**src/fesis_pkg.sv**
```systemverilog
package fesis_pkg;
    // bus geometry
    localparam int ADDR_W = 19;
    localparam int DATA_W = 16;
    localparam int CMD_ADDR_W = 12;
    localparam int CMD_DATA_W = 8;
    localparam int TMO_W = 30;
    localparam int CNT_W = 4;
    localparam int IDX_W = 3;

    // command cycle addresses and data bytes
    localparam logic [CMD_ADDR_W-1:0] UNLOCK_ADDR1 = 12'h555;
    localparam logic [CMD_ADDR_W-1:0] UNLOCK_ADDR2 = 12'h2aa;
    localparam logic [CMD_DATA_W-1:0] CMD_UNLOCK1 = 8'haa;
    localparam logic [CMD_DATA_W-1:0] CMD_UNLOCK2 = 8'h55;
    localparam logic [CMD_DATA_W-1:0] CMD_ERASE_SETUP = 8'h80;
    localparam logic [CMD_DATA_W-1:0] CMD_CHIP_ERASE = 8'h10;
    localparam logic [CMD_DATA_W-1:0] CMD_SECTOR_ERASE = 8'h30;
    localparam logic [CMD_DATA_W-1:0] CMD_ID_ENTRY = 8'h90;
    localparam logic [CMD_DATA_W-1:0] CMD_ID_EXIT = 8'hf0;
    localparam logic [CMD_DATA_W-1:0] CMD_LOCKDOWN = 8'h60;
    localparam logic [IDX_W-1:0] LONG_SEQ_LEN = 3'h6;
    localparam logic [IDX_W-1:0] SHORT_SEQ_LEN = 3'h3;
    localparam logic [IDX_W-1:0] EXIT_SHORT_LEN = 3'h1;

    // identification read addresses
    localparam logic [ADDR_W-1:0] ID_MAKER_ADDR = 19'h00000;
    localparam logic [ADDR_W-1:0] ID_PART_ADDR = 19'h00001;

    // status bit used for completion polling
    localparam int TOGGLE_BIT = 6;

    // reset values
    localparam logic [ADDR_W-1:0] ADDR_RST = 19'h00000;
    localparam logic [DATA_W-1:0] DATA_RST = 16'h0000;

    // read and strobe timing
    localparam int CLK_PERIOD_NS = 100;
    localparam int ACCESS_NS = 70;
    localparam int ACCESS_CYC = (ACCESS_NS + CLK_PERIOD_NS - 1) / CLK_PERIOD_NS;
    localparam int SYNC_STAGES = 2;
    localparam logic [CNT_W-1:0] RD_LOW_CYC =
        CNT_W'(ACCESS_CYC + SYNC_STAGES);
    localparam int GAP_NS = 50;
    localparam int GAP_RAW = (GAP_NS + CLK_PERIOD_NS - 1) / CLK_PERIOD_NS;
    localparam logic [CNT_W-1:0] GAP_CYC = CNT_W'((GAP_RAW < 1) ? 1 : GAP_RAW);

    // erase time limits
    localparam real SEC_SMALL_MAX_S = 3.0;
    localparam real SEC_LARGE_MAX_S = 5.0;
    localparam real CHIP_TYP_S = 13.0;
    localparam real CHIP_MARGIN = 4.0;
    localparam int SEC_SMALL_MAX_CYC =
        $rtoi(SEC_SMALL_MAX_S * 1.0e9 / CLK_PERIOD_NS);
    localparam int SEC_LARGE_MAX_CYC =
        $rtoi(SEC_LARGE_MAX_S * 1.0e9 / CLK_PERIOD_NS);
    localparam int CHIP_MAX_CYC =
        $rtoi(CHIP_TYP_S * CHIP_MARGIN * 1.0e9 / CLK_PERIOD_NS);

    typedef enum logic [1:0] {
        OP_CHIP_ERASE,
        OP_SECTOR_ERASE,
        OP_READ_ID,
        OP_LOCKDOWN
    } fesis_op_t;

    typedef enum logic [2:0] {
        ST_IDLE,
        ST_WSETUP,
        ST_WLOW,
        ST_WHIGH,
        ST_RLOW,
        ST_RGAP,
        ST_DONE
    } fesis_state_t;

    typedef enum logic [2:0] {
        PH_CMD,
        PH_POLL,
        PH_ID_MAKER,
        PH_ID_PART,
        PH_EXIT
    } fesis_phase_t;
endpackage : fesis_pkg
```
**src/fesis_host.sv**
```systemverilog
`timescale 1ns/1ps
module fesis_host
    import fesis_pkg::*;
#(
    parameter int P_SEC_SMALL_TMO_CYC = SEC_SMALL_MAX_CYC,
    parameter int P_SEC_LARGE_TMO_CYC = SEC_LARGE_MAX_CYC,
    parameter int P_CHIP_TMO_CYC = CHIP_MAX_CYC
) (
    input wire logic i_ref_clk,
    input wire logic i_rst,
    input wire logic i_cmd_valid,
    input wire fesis_op_t i_cmd_op,
    input wire logic [ADDR_W-1:0] i_cmd_addr,
    input wire logic i_small_sector,
    input wire logic i_long_exit,
    output logic o_cmd_ready,
    output logic o_busy,
    output logic o_done,
    output logic o_timeout,
    output logic [DATA_W-1:0] o_maker_code,
    output logic [DATA_W-1:0] o_part_code,
    output logic [ADDR_W-1:0] o_flash_addr,
    output logic [DATA_W-1:0] o_dq_out,
    output logic o_dq_oe,
    input wire logic [DATA_W-1:0] i_dq_in,
    output logic o_ce_n,
    output logic o_oe_n,
    output logic o_we_n
);
    fesis_state_t state, next_state;
    fesis_phase_t phase, next_phase;
    fesis_op_t op, next_op;
    logic [ADDR_W-1:0] addr, next_addr;
    logic small_sec, next_small_sec;
    logic long_exit, next_long_exit;
    logic [IDX_W-1:0] idx, next_idx;
    logic [CNT_W-1:0] cnt, next_cnt;
    logic [TMO_W-1:0] tmo, next_tmo;
    logic prev_tog, next_prev_tog;
    logic have_prev, next_have_prev;
    logic tog_same, next_tog_same;
    logic [ADDR_W-1:0] next_flash_addr;
    logic [DATA_W-1:0] next_dq_out;
    logic next_dq_oe, next_ce_n, next_oe_n, next_we_n;
    logic next_done, next_timeout;
    logic [DATA_W-1:0] next_maker, next_part;
    logic [DATA_W-1:0] dq_sync1, dq_sync2;
    logic [IDX_W-1:0] seq_len;
    logic [CMD_ADDR_W-1:0] seq_addr;
    logic [CMD_DATA_W-1:0] seq_data;
    logic [TMO_W-1:0] tmo_limit;
    logic tog_now;

    // length of the write sequence for the current phase
    assign seq_len = (phase == PH_EXIT) ?
        (long_exit ? SHORT_SEQ_LEN : EXIT_SHORT_LEN) :
        ((op == OP_READ_ID) ? SHORT_SEQ_LEN : LONG_SEQ_LEN);

    // command cycle address and data for the current step
    always_comb begin
        seq_addr = UNLOCK_ADDR1;
        seq_data = CMD_UNLOCK1;
        if (phase == PH_EXIT && !long_exit) begin
            seq_data = CMD_ID_EXIT;
        end else begin
            unique case (idx)
                3'h0, 3'h3: seq_data = CMD_UNLOCK1;
                3'h1, 3'h4: begin
                    seq_addr = UNLOCK_ADDR2;
                    seq_data = CMD_UNLOCK2;
                end
                3'h2: begin
                    if (phase == PH_EXIT) begin
                        seq_data = CMD_ID_EXIT;
                    end else if (op == OP_READ_ID) begin
                        seq_data = CMD_ID_ENTRY;
                    end else begin
                        seq_data = CMD_ERASE_SETUP;
                    end
                end
                default: begin
                    unique case (op)
                        OP_CHIP_ERASE: seq_data = CMD_CHIP_ERASE;
                        OP_SECTOR_ERASE: seq_data = CMD_SECTOR_ERASE;
                        default: seq_data = CMD_LOCKDOWN;
                    endcase
                end
            endcase
        end
    end

    // erase time limit for the running operation
    assign tmo_limit = (op == OP_CHIP_ERASE) ?
        TMO_W'(P_CHIP_TMO_CYC) :
        (small_sec ? TMO_W'(P_SEC_SMALL_TMO_CYC) :
        TMO_W'(P_SEC_LARGE_TMO_CYC));

    assign tog_now = dq_sync2[TOGGLE_BIT];

    // sequencer next-state logic
    always_comb begin
        next_state = state;
        next_phase = phase;
        next_op = op;
        next_addr = addr;
        next_small_sec = small_sec;
        next_long_exit = long_exit;
        next_idx = idx;
        next_cnt = cnt;
        next_tmo = tmo;
        next_prev_tog = prev_tog;
        next_have_prev = have_prev;
        next_tog_same = tog_same;
        next_flash_addr = o_flash_addr;
        next_dq_out = o_dq_out;
        next_done = 1'b0;
        next_timeout = o_timeout;
        next_maker = o_maker_code;
        next_part = o_part_code;
        if (phase == PH_POLL && state != ST_IDLE && state != ST_DONE) begin
            next_tmo = tmo + TMO_W'(1);
        end
        unique case (state)
            ST_IDLE: begin
                if (i_cmd_valid) begin
                    next_op = i_cmd_op;
                    next_addr = i_cmd_addr;
                    next_small_sec = i_small_sector;
                    next_long_exit = i_long_exit;
                    next_phase = PH_CMD;
                    next_idx = '0;
                    next_timeout = 1'b0;
                    next_state = ST_WSETUP;
                end
            end
            ST_WSETUP: next_state = ST_WLOW;
            ST_WLOW: next_state = ST_WHIGH;
            ST_WHIGH: begin
                if (idx + IDX_W'(1) < seq_len) begin
                    next_idx = idx + IDX_W'(1);
                    next_state = ST_WSETUP;
                end else if (phase == PH_EXIT || op == OP_LOCKDOWN) begin
                    next_state = ST_DONE;
                end else if (op == OP_READ_ID) begin
                    next_phase = PH_ID_MAKER;
                    next_cnt = '0;
                    next_flash_addr = ID_MAKER_ADDR;
                    next_state = ST_RLOW;
                end else begin
                    next_phase = PH_POLL;
                    next_tmo = '0;
                    next_have_prev = 1'b0;
                    next_cnt = '0;
                    next_flash_addr = addr;
                    next_state = ST_RLOW;
                end
            end
            ST_RLOW: begin
                next_cnt = cnt + CNT_W'(1);
                if (cnt + CNT_W'(1) >= RD_LOW_CYC) begin
                    next_cnt = '0;
                    next_state = ST_RGAP;
                    unique case (phase)
                        PH_ID_MAKER: next_maker = dq_sync2;
                        PH_ID_PART: next_part = dq_sync2;
                        default: begin
                            next_tog_same = have_prev && (prev_tog == tog_now);
                            next_prev_tog = tog_now;
                            next_have_prev = 1'b1;
                        end
                    endcase
                end
            end
            ST_RGAP: begin
                next_cnt = cnt + CNT_W'(1);
                if (cnt + CNT_W'(1) >= GAP_CYC) begin
                    next_cnt = '0;
                    unique case (phase)
                        PH_ID_MAKER: begin
                            next_phase = PH_ID_PART;
                            next_flash_addr = ID_PART_ADDR;
                            next_state = ST_RLOW;
                        end
                        PH_ID_PART: begin
                            next_phase = PH_EXIT;
                            next_idx = '0;
                            next_state = ST_WSETUP;
                        end
                        default: begin
                            if (tog_same) begin
                                next_state = ST_DONE;
                            end else if (tmo >= tmo_limit) begin
                                next_timeout = 1'b1;
                                next_state = ST_DONE;
                            end else begin
                                next_state = ST_RLOW;
                            end
                        end
                    endcase
                end
            end
            ST_DONE: begin
                next_done = 1'b1;
                next_state = ST_IDLE;
            end
            default: next_state = ST_IDLE;
        endcase
        if (state == ST_WSETUP) begin
            next_dq_out = {{(DATA_W-CMD_DATA_W){1'b0}}, seq_data};
            next_flash_addr = {{(ADDR_W-CMD_ADDR_W){1'b0}}, seq_addr};
            if (phase == PH_CMD && op == OP_SECTOR_ERASE &&
                idx == LONG_SEQ_LEN - IDX_W'(1)) begin
                next_flash_addr = addr;
            end
        end
        next_ce_n = !(next_state == ST_WSETUP || next_state == ST_WLOW ||
            next_state == ST_WHIGH || next_state == ST_RLOW);
        next_we_n = !(next_state == ST_WLOW);
        next_oe_n = !(next_state == ST_RLOW);
        next_dq_oe = next_state == ST_WSETUP || next_state == ST_WLOW ||
            next_state == ST_WHIGH;
    end

    // handshake and status seen by the requester
    assign o_cmd_ready = (state == ST_IDLE);
    assign o_busy = (state != ST_IDLE);

    // control state and pin strobes, parked idle by reset
    always_ff @(posedge i_ref_clk) begin
        if (i_rst) begin
            state <= ST_IDLE;
            phase <= PH_CMD;
            op <= OP_CHIP_ERASE;
            idx <= '0;
            o_ce_n <= 1'b1;
            o_oe_n <= 1'b1;
            o_we_n <= 1'b1;
            o_dq_oe <= 1'b0;
            o_done <= 1'b0;
            o_timeout <= 1'b0;
        end else begin
            state <= next_state;
            phase <= next_phase;
            op <= next_op;
            idx <= next_idx;
            o_ce_n <= next_ce_n;
            o_oe_n <= next_oe_n;
            o_we_n <= next_we_n;
            o_dq_oe <= next_dq_oe;
            o_done <= next_done;
            o_timeout <= next_timeout;
        end
    end

    // data path and counters, always loaded before use; the data pins
    // pass two flip-flops before the sequencer reads them
    always_ff @(posedge i_ref_clk) begin
        addr <= next_addr;
        small_sec <= next_small_sec;
        long_exit <= next_long_exit;
        cnt <= next_cnt;
        tmo <= next_tmo;
        prev_tog <= next_prev_tog;
        have_prev <= next_have_prev;
        tog_same <= next_tog_same;
        o_flash_addr <= next_flash_addr;
        o_dq_out <= next_dq_out;
        o_maker_code <= next_maker;
        o_part_code <= next_part;
        dq_sync1 <= i_dq_in;
        dq_sync2 <= dq_sync1;
    end
endmodule : fesis_host

```
**config.mk**
```make
export PLATFORM = sky130hd
export DESIGN_NAME = fesis_host
export DESIGN_NICKNAME = d
export VERILOG_FILES = /design/src/fesis_pkg.sv /design/src/fesis_host.sv
export SDC_FILE = /design/constraint.sdc
export NUM_CORES = 1
export LEC_CHECK = 0
export BUFFER_PORTS_ARGS = -buffer_cell sky130_fd_sc_hd__buf_4
export CORE_UTILIZATION = 40
export CTS_CLUSTER_DIAMETER = 80
export CTS_CLUSTER_SIZE = 16
export DETAILED_ROUTE_END_ITERATION = 8
export PLACE_DENSITY = 0.71
export SLEW_MARGIN = 20
export SYNTH_ARGS = -nofsm -noshare
export SYNTH_HDL_FRONTEND = slang
export SYNTH_SLANG_ARGS = --single-unit
```
**constraint.sdc**
```tcl
create_clock -name i_ref_clk -period 5.2 [get_ports i_ref_clk]
set_input_delay 0.26 -clock i_ref_clk [delete_from_list [all_inputs] [get_ports i_ref_clk]]
set_output_delay 0.26 -clock i_ref_clk [all_outputs]
set_load 0.05 [all_outputs]
```
==> metrics.txt <==
# TYPE chip_impl_metric gauge
chip_impl_metric{name="yosysWarningCount",unit=""} 0
chip_impl_metric{name="ports",unit=""} 117
chip_impl_metric{name="post_synth.cell_area_avg",unit="um2"} 11.9
chip_impl_metric{name="leakagePower",unit="nW"} 3.44
chip_impl_metric{name="timing.fmax",unit="GHz"} 0.335
chip_impl_metric{name="synth.top_cell.area_share",unit="%"} 38.8
chip_impl_metric{name="worst_pin_slew",unit="ns"} 1.01
chip_impl_metric{name="via_count",unit=""} 4657
chip_impl_metric{name="slew-limit-headroom",unit="%"} 32.4
chip_impl_metric{name="max_cap_violations",unit=""} 0
chip_impl_metric{name="area_inside_the_core_boundary",unit="um2"} 16000
chip_impl_metric{name="place_congestion",unit=""} 0.922
chip_impl_metric{name="worst_setup_hold_path_clk_slew",unit="ns"} 0.06
chip_impl_info{name="yosys-top-cells-area",value="edfxtp_1 39%, dfxtp_1 24%, ha_1 4.2%, nor2_1 3.1%, nand2_1 2.6%"} 1
chip_impl_metric{name="htreeDepth",unit=""} 4
chip_impl_info{name="outcome",value="finished, final reports clean"} 1
chip_impl_metric{name="drt-initial-drc-count",unit=""} 254
chip_impl_metric{name="postSynthCellCount",unit=""} 554
chip_impl_metric{name="grt_antenna_before_repair",unit=""} 0
chip_impl_metric{name="power",unit="mW"} 3.04
chip_impl_metric{name="fin_cells",unit=""} 928
chip_impl_metric{name="path_buf_inv",unit=""} 1
chip_impl_metric{name="grt_pass1_wl",unit="um"} 21500
chip_impl_metric{name="placement.io_buffers",unit=""} 108
chip_impl_metric{name="ys_ff_latch",unit=""} 164
chip_impl_metric{name="fin_setup_tns",unit="ns"} 0
chip_impl_info{name="cts_tree",value="built"} 1
chip_impl_metric{name="critical_path.max_stage_delay",unit="ns"} 0.75
chip_impl_info{name="cell_chosen_for_the_clock_root",value="clkbuf_16"} 1
chip_impl_metric{name="grt-ovfl-total",unit=""} 0
chip_impl_metric{name="nNetsFinal",unit=""} 763
chip_impl_metric{name="yosys.cell_types.count",unit=""} 61
chip_impl_info{name="critical_path.top_delay_family",value="simple AND/OR/NAND/NOR gates"} 1
chip_impl_metric{name="drt_pre_antenna_iters",unit=""} 7
chip_impl_metric{name="final_antenna_violating_net_count",unit=""} 0
chip_impl_metric{name="synthesis.area",unit="um2"} 6580
chip_impl_metric{name="floorplan.initialDensity",unit="%"} 41.1
chip_impl_metric{name="routed_via_density",unit=""} 5.02
chip_impl_metric{name="tritoncts_buffer_count",unit=""} 17
chip_impl_metric{name="total_detailed_routing_wirelength",unit="um"} 13700
chip_impl_metric{name="finalHoldViolations",unit=""} 0
chip_impl_metric{name="maxSlewViolCount",unit=""} 0
chip_impl_info{name="endpoint_kind",value="flop"} 1
chip_impl_info{name="rsz0062_at_grt",value="false"} 1
chip_impl_info{name="worstHoldPathType",value="input port to flop"} 1
chip_impl_metric{name="drcViolationCount",unit=""} 0
chip_impl_metric{name="drive_above_1_share",unit="%"} 22.3
chip_impl_metric{name="setup-violations-final",unit=""} 0
chip_impl_metric{name="required",unit="ns"} 5.24
chip_impl_metric{name="power.ir.vdd_worst",unit="V"} 0.000226
chip_impl_info{name="timing.critical_path.mode_cell",value="nand2_1"} 1
chip_impl_metric{name="insertedDiodeCount",unit=""} 0
chip_impl_metric{name="detail_route.wl_per_cell",unit="um"} 14.8
chip_impl_metric{name="synth-async-reset-ratio",unit="%"} 0
chip_impl_metric{name="post_cts_buffers",unit=""} 0
chip_impl_metric{name="place_inst",unit=""} 864
chip_impl_metric{name="power.density",unit="nW/um2"} 358
chip_impl_metric{name="placement_rows",unit=""} 46
chip_impl_metric{name="tritoncts_num_sinks",unit=""} 164
chip_impl_metric{name="clock_tree.buffer_depth",unit=""} 2
chip_impl_metric{name="period_share",unit="%"} 57.4
chip_impl_metric{name="worst-endpoint-arrival",unit="ns"} 3.03
chip_impl_metric{name="die_area",unit="um2"} 17000
chip_impl_info{name="synth_largest_area_cell",value="edfxtp_1"} 1
chip_impl_metric{name="clock-skew-final",unit="ns"} 0.00898
chip_impl_info{name="worst-setup-path-type",value="flop to flop"} 1
chip_impl_info{name="synthFlopType",value="edfxtp_1"} 1
chip_impl_metric{name="synth-edff-count",unit=""} 85
chip_impl_metric{name="die_h",unit="um"} 130
chip_impl_info{name="timing.critical_path.cells",value="nor3b_2 > nand2b_1 > inv_1 > ha_1 > nor2_1 > o211ai_1 > and2_1 > nand2_1 > nand2_1 > nand2_1 > a21oi_2"} 1
chip_impl_metric{name="synth_seq_area_share",unit="%"} 62.8
chip_impl_metric{name="fp.dieW",unit="um"} 130
chip_impl_info{name="worst_path_max_delay_cell",value="a21oi_2"} 1
chip_impl_info{name="worstSetupStartpointType",value="flop"} 1
chip_impl_metric{name="worst_skew_pair.late_latency",unit="ns"} 0.42
chip_impl_metric{name="grt_pass1_vias",unit=""} 4536
chip_impl_metric{name="area_growth",unit="%"} 28.8
chip_impl_metric{name="grt_start_max_net_pins",unit=""} 33
chip_impl_metric{name="detailedPlacementHpwl",unit="um"} 9380
chip_impl_metric{name="crit_fanout",unit=""} 19
chip_impl_metric{name="final_period_minus_worst_setup_slack",unit="ns"} 2.99
chip_impl_metric{name="grt_usage",unit="%"} 16.4
## layer usage
layer | GRT usage (%) | up-vias | share of wire (%)
met3 | 4.63 | 20 | 5.6
met5 | 0 | - | 0
li1 | - | 2257 | -
met2 | 29.3 | 171 | 51
met4 | 5.27 | 0 | 1.2
met1 | 18.9 | 2209 | 43
## layout by cell type (no fill, tap or decap), types with 3 or more instances in the layout
cell,synthesis,layout
or3_1,5,5
o21ai_0,14,14
nor2_1,55,55
xnor2_1,11,11
and4_1,3,3
o31ai_1,3,3
edfxtp_1,85,85
inv_1,19,19
ha_1,22,22
clkbuf_16,0,18
nor2b_1,5,5
nor3b_2,4,4
nand4_1,12,12
nand3_1,19,19
nor3_1,20,19
and3_1,9,9
nand2_1,45,45
inv_6,0,6
conb_1,1,10
a31oi_1,5,5
and2_1,11,11
dfxtp_1,79,79
a21o_1,13,13
xor2_1,17,17
dlygate4sd3_1,0,32
a21oi_1,19,18
buf_4,10,111
nand2b_1,8,8
## power by group
| group | internal (mW) | switching (mW) |
|---|---|---|
| Sequential | 1.43 | 0.0440 |
| Clock | 0.741 | 0.511 |
| Combinational | 0.117 | 0.191 |
## final timing paths
check | startpoint | endpoint | slack (ns) | cells after the start
max | phase[2] | o_flash_addr[15] | 2.21 | 11
min | i_cmd_addr[9] | addr[9] | 0.02 | 1
max reg2reg | phase[2] | o_flash_addr[15] | 2.21 | 11
min reg2reg | dq_sync1[3] | dq_sync2[3] | 0.33 | 0
## registers in the layout, indices dropped and copies added (netlist names), 2 cells and up
register / count
op: 2
o_flash_addr: 19
state: 3
phase: 3
idx: 3
o_maker_code: 16
o_part_code: 16
dq_sync1: 16
o_dq_out: 6
tmo: 30
cnt: 4
addr: 19
dq_sync2: 16
## synthesized netlist by cell type (all sizes together), types with 2 or more instances
cell type   n
dfxtp      79
or4         2
nor3       21
nor2b       5
buf        15
and2b       2
a311oi      2
ha         22
and3        9
o21ai      16
a41oi       2
a21o       13
a211oi      2
nor4        3
nor4b       2
and2       11
xor2       17
nor3b       4
a21oi      19
a31oi       6
nand4b      2
o211ai      2
xnor2      11
nand3      19
clkbuf     11
nand2b      8
nand2      45
nand3b      2
mux2i       2
o21a        3
o31ai       3
inv        20
or3         5
and4        3
edfxtp     85
nand4      13
nor2       57
## cell families after synthesis
logic type	synth area share, %
adders and majority gates	4.35
buffers and inverters	3.69
xor gates and xnor gates	3.73
muxes	0.304
AOI/OAI and AO/OA	7.85
DFF	62.8
other	0.0570
and+or+nand+nor	17.2
## metrics by stage
step / utilization (%) / cell area (um2) / setup WS [ns] / hold slack (ns)
detailed placement: 47.3 / 7560 / 2.25 / 0.312
global route: 53.0 / 8480 / 1.96 / 0.000739
CTS: 52.5 / 8410 / 2.24 / 0.000555
floorplan: - / 6620 / 2.13 / 0.288
global placement: 47.3 / 7560 / 2.35 / 0.311
finish: 53.0 / 8480 / 2.21 / 0.0222
## area by class of cell
type / instances / area (um2)
fill: 1357 / 7520
sequential: 164 / 4130
timing repair buffer: 143 / 1150
tap: 216 / 270
inverter: 20 / 75.1
clock inverter: 13 / 141
multi-input combinational: 353 / 2250
clock buffer: 19 / 454
## repair_timing
item,CTS,global route
resized for setup,0,0
endpoints found under the hold margin,25,7
endpoints found under the setup margin,0,0
hold buffers,25,7
No activity file was read; power rests on OpenSTA's default activity.
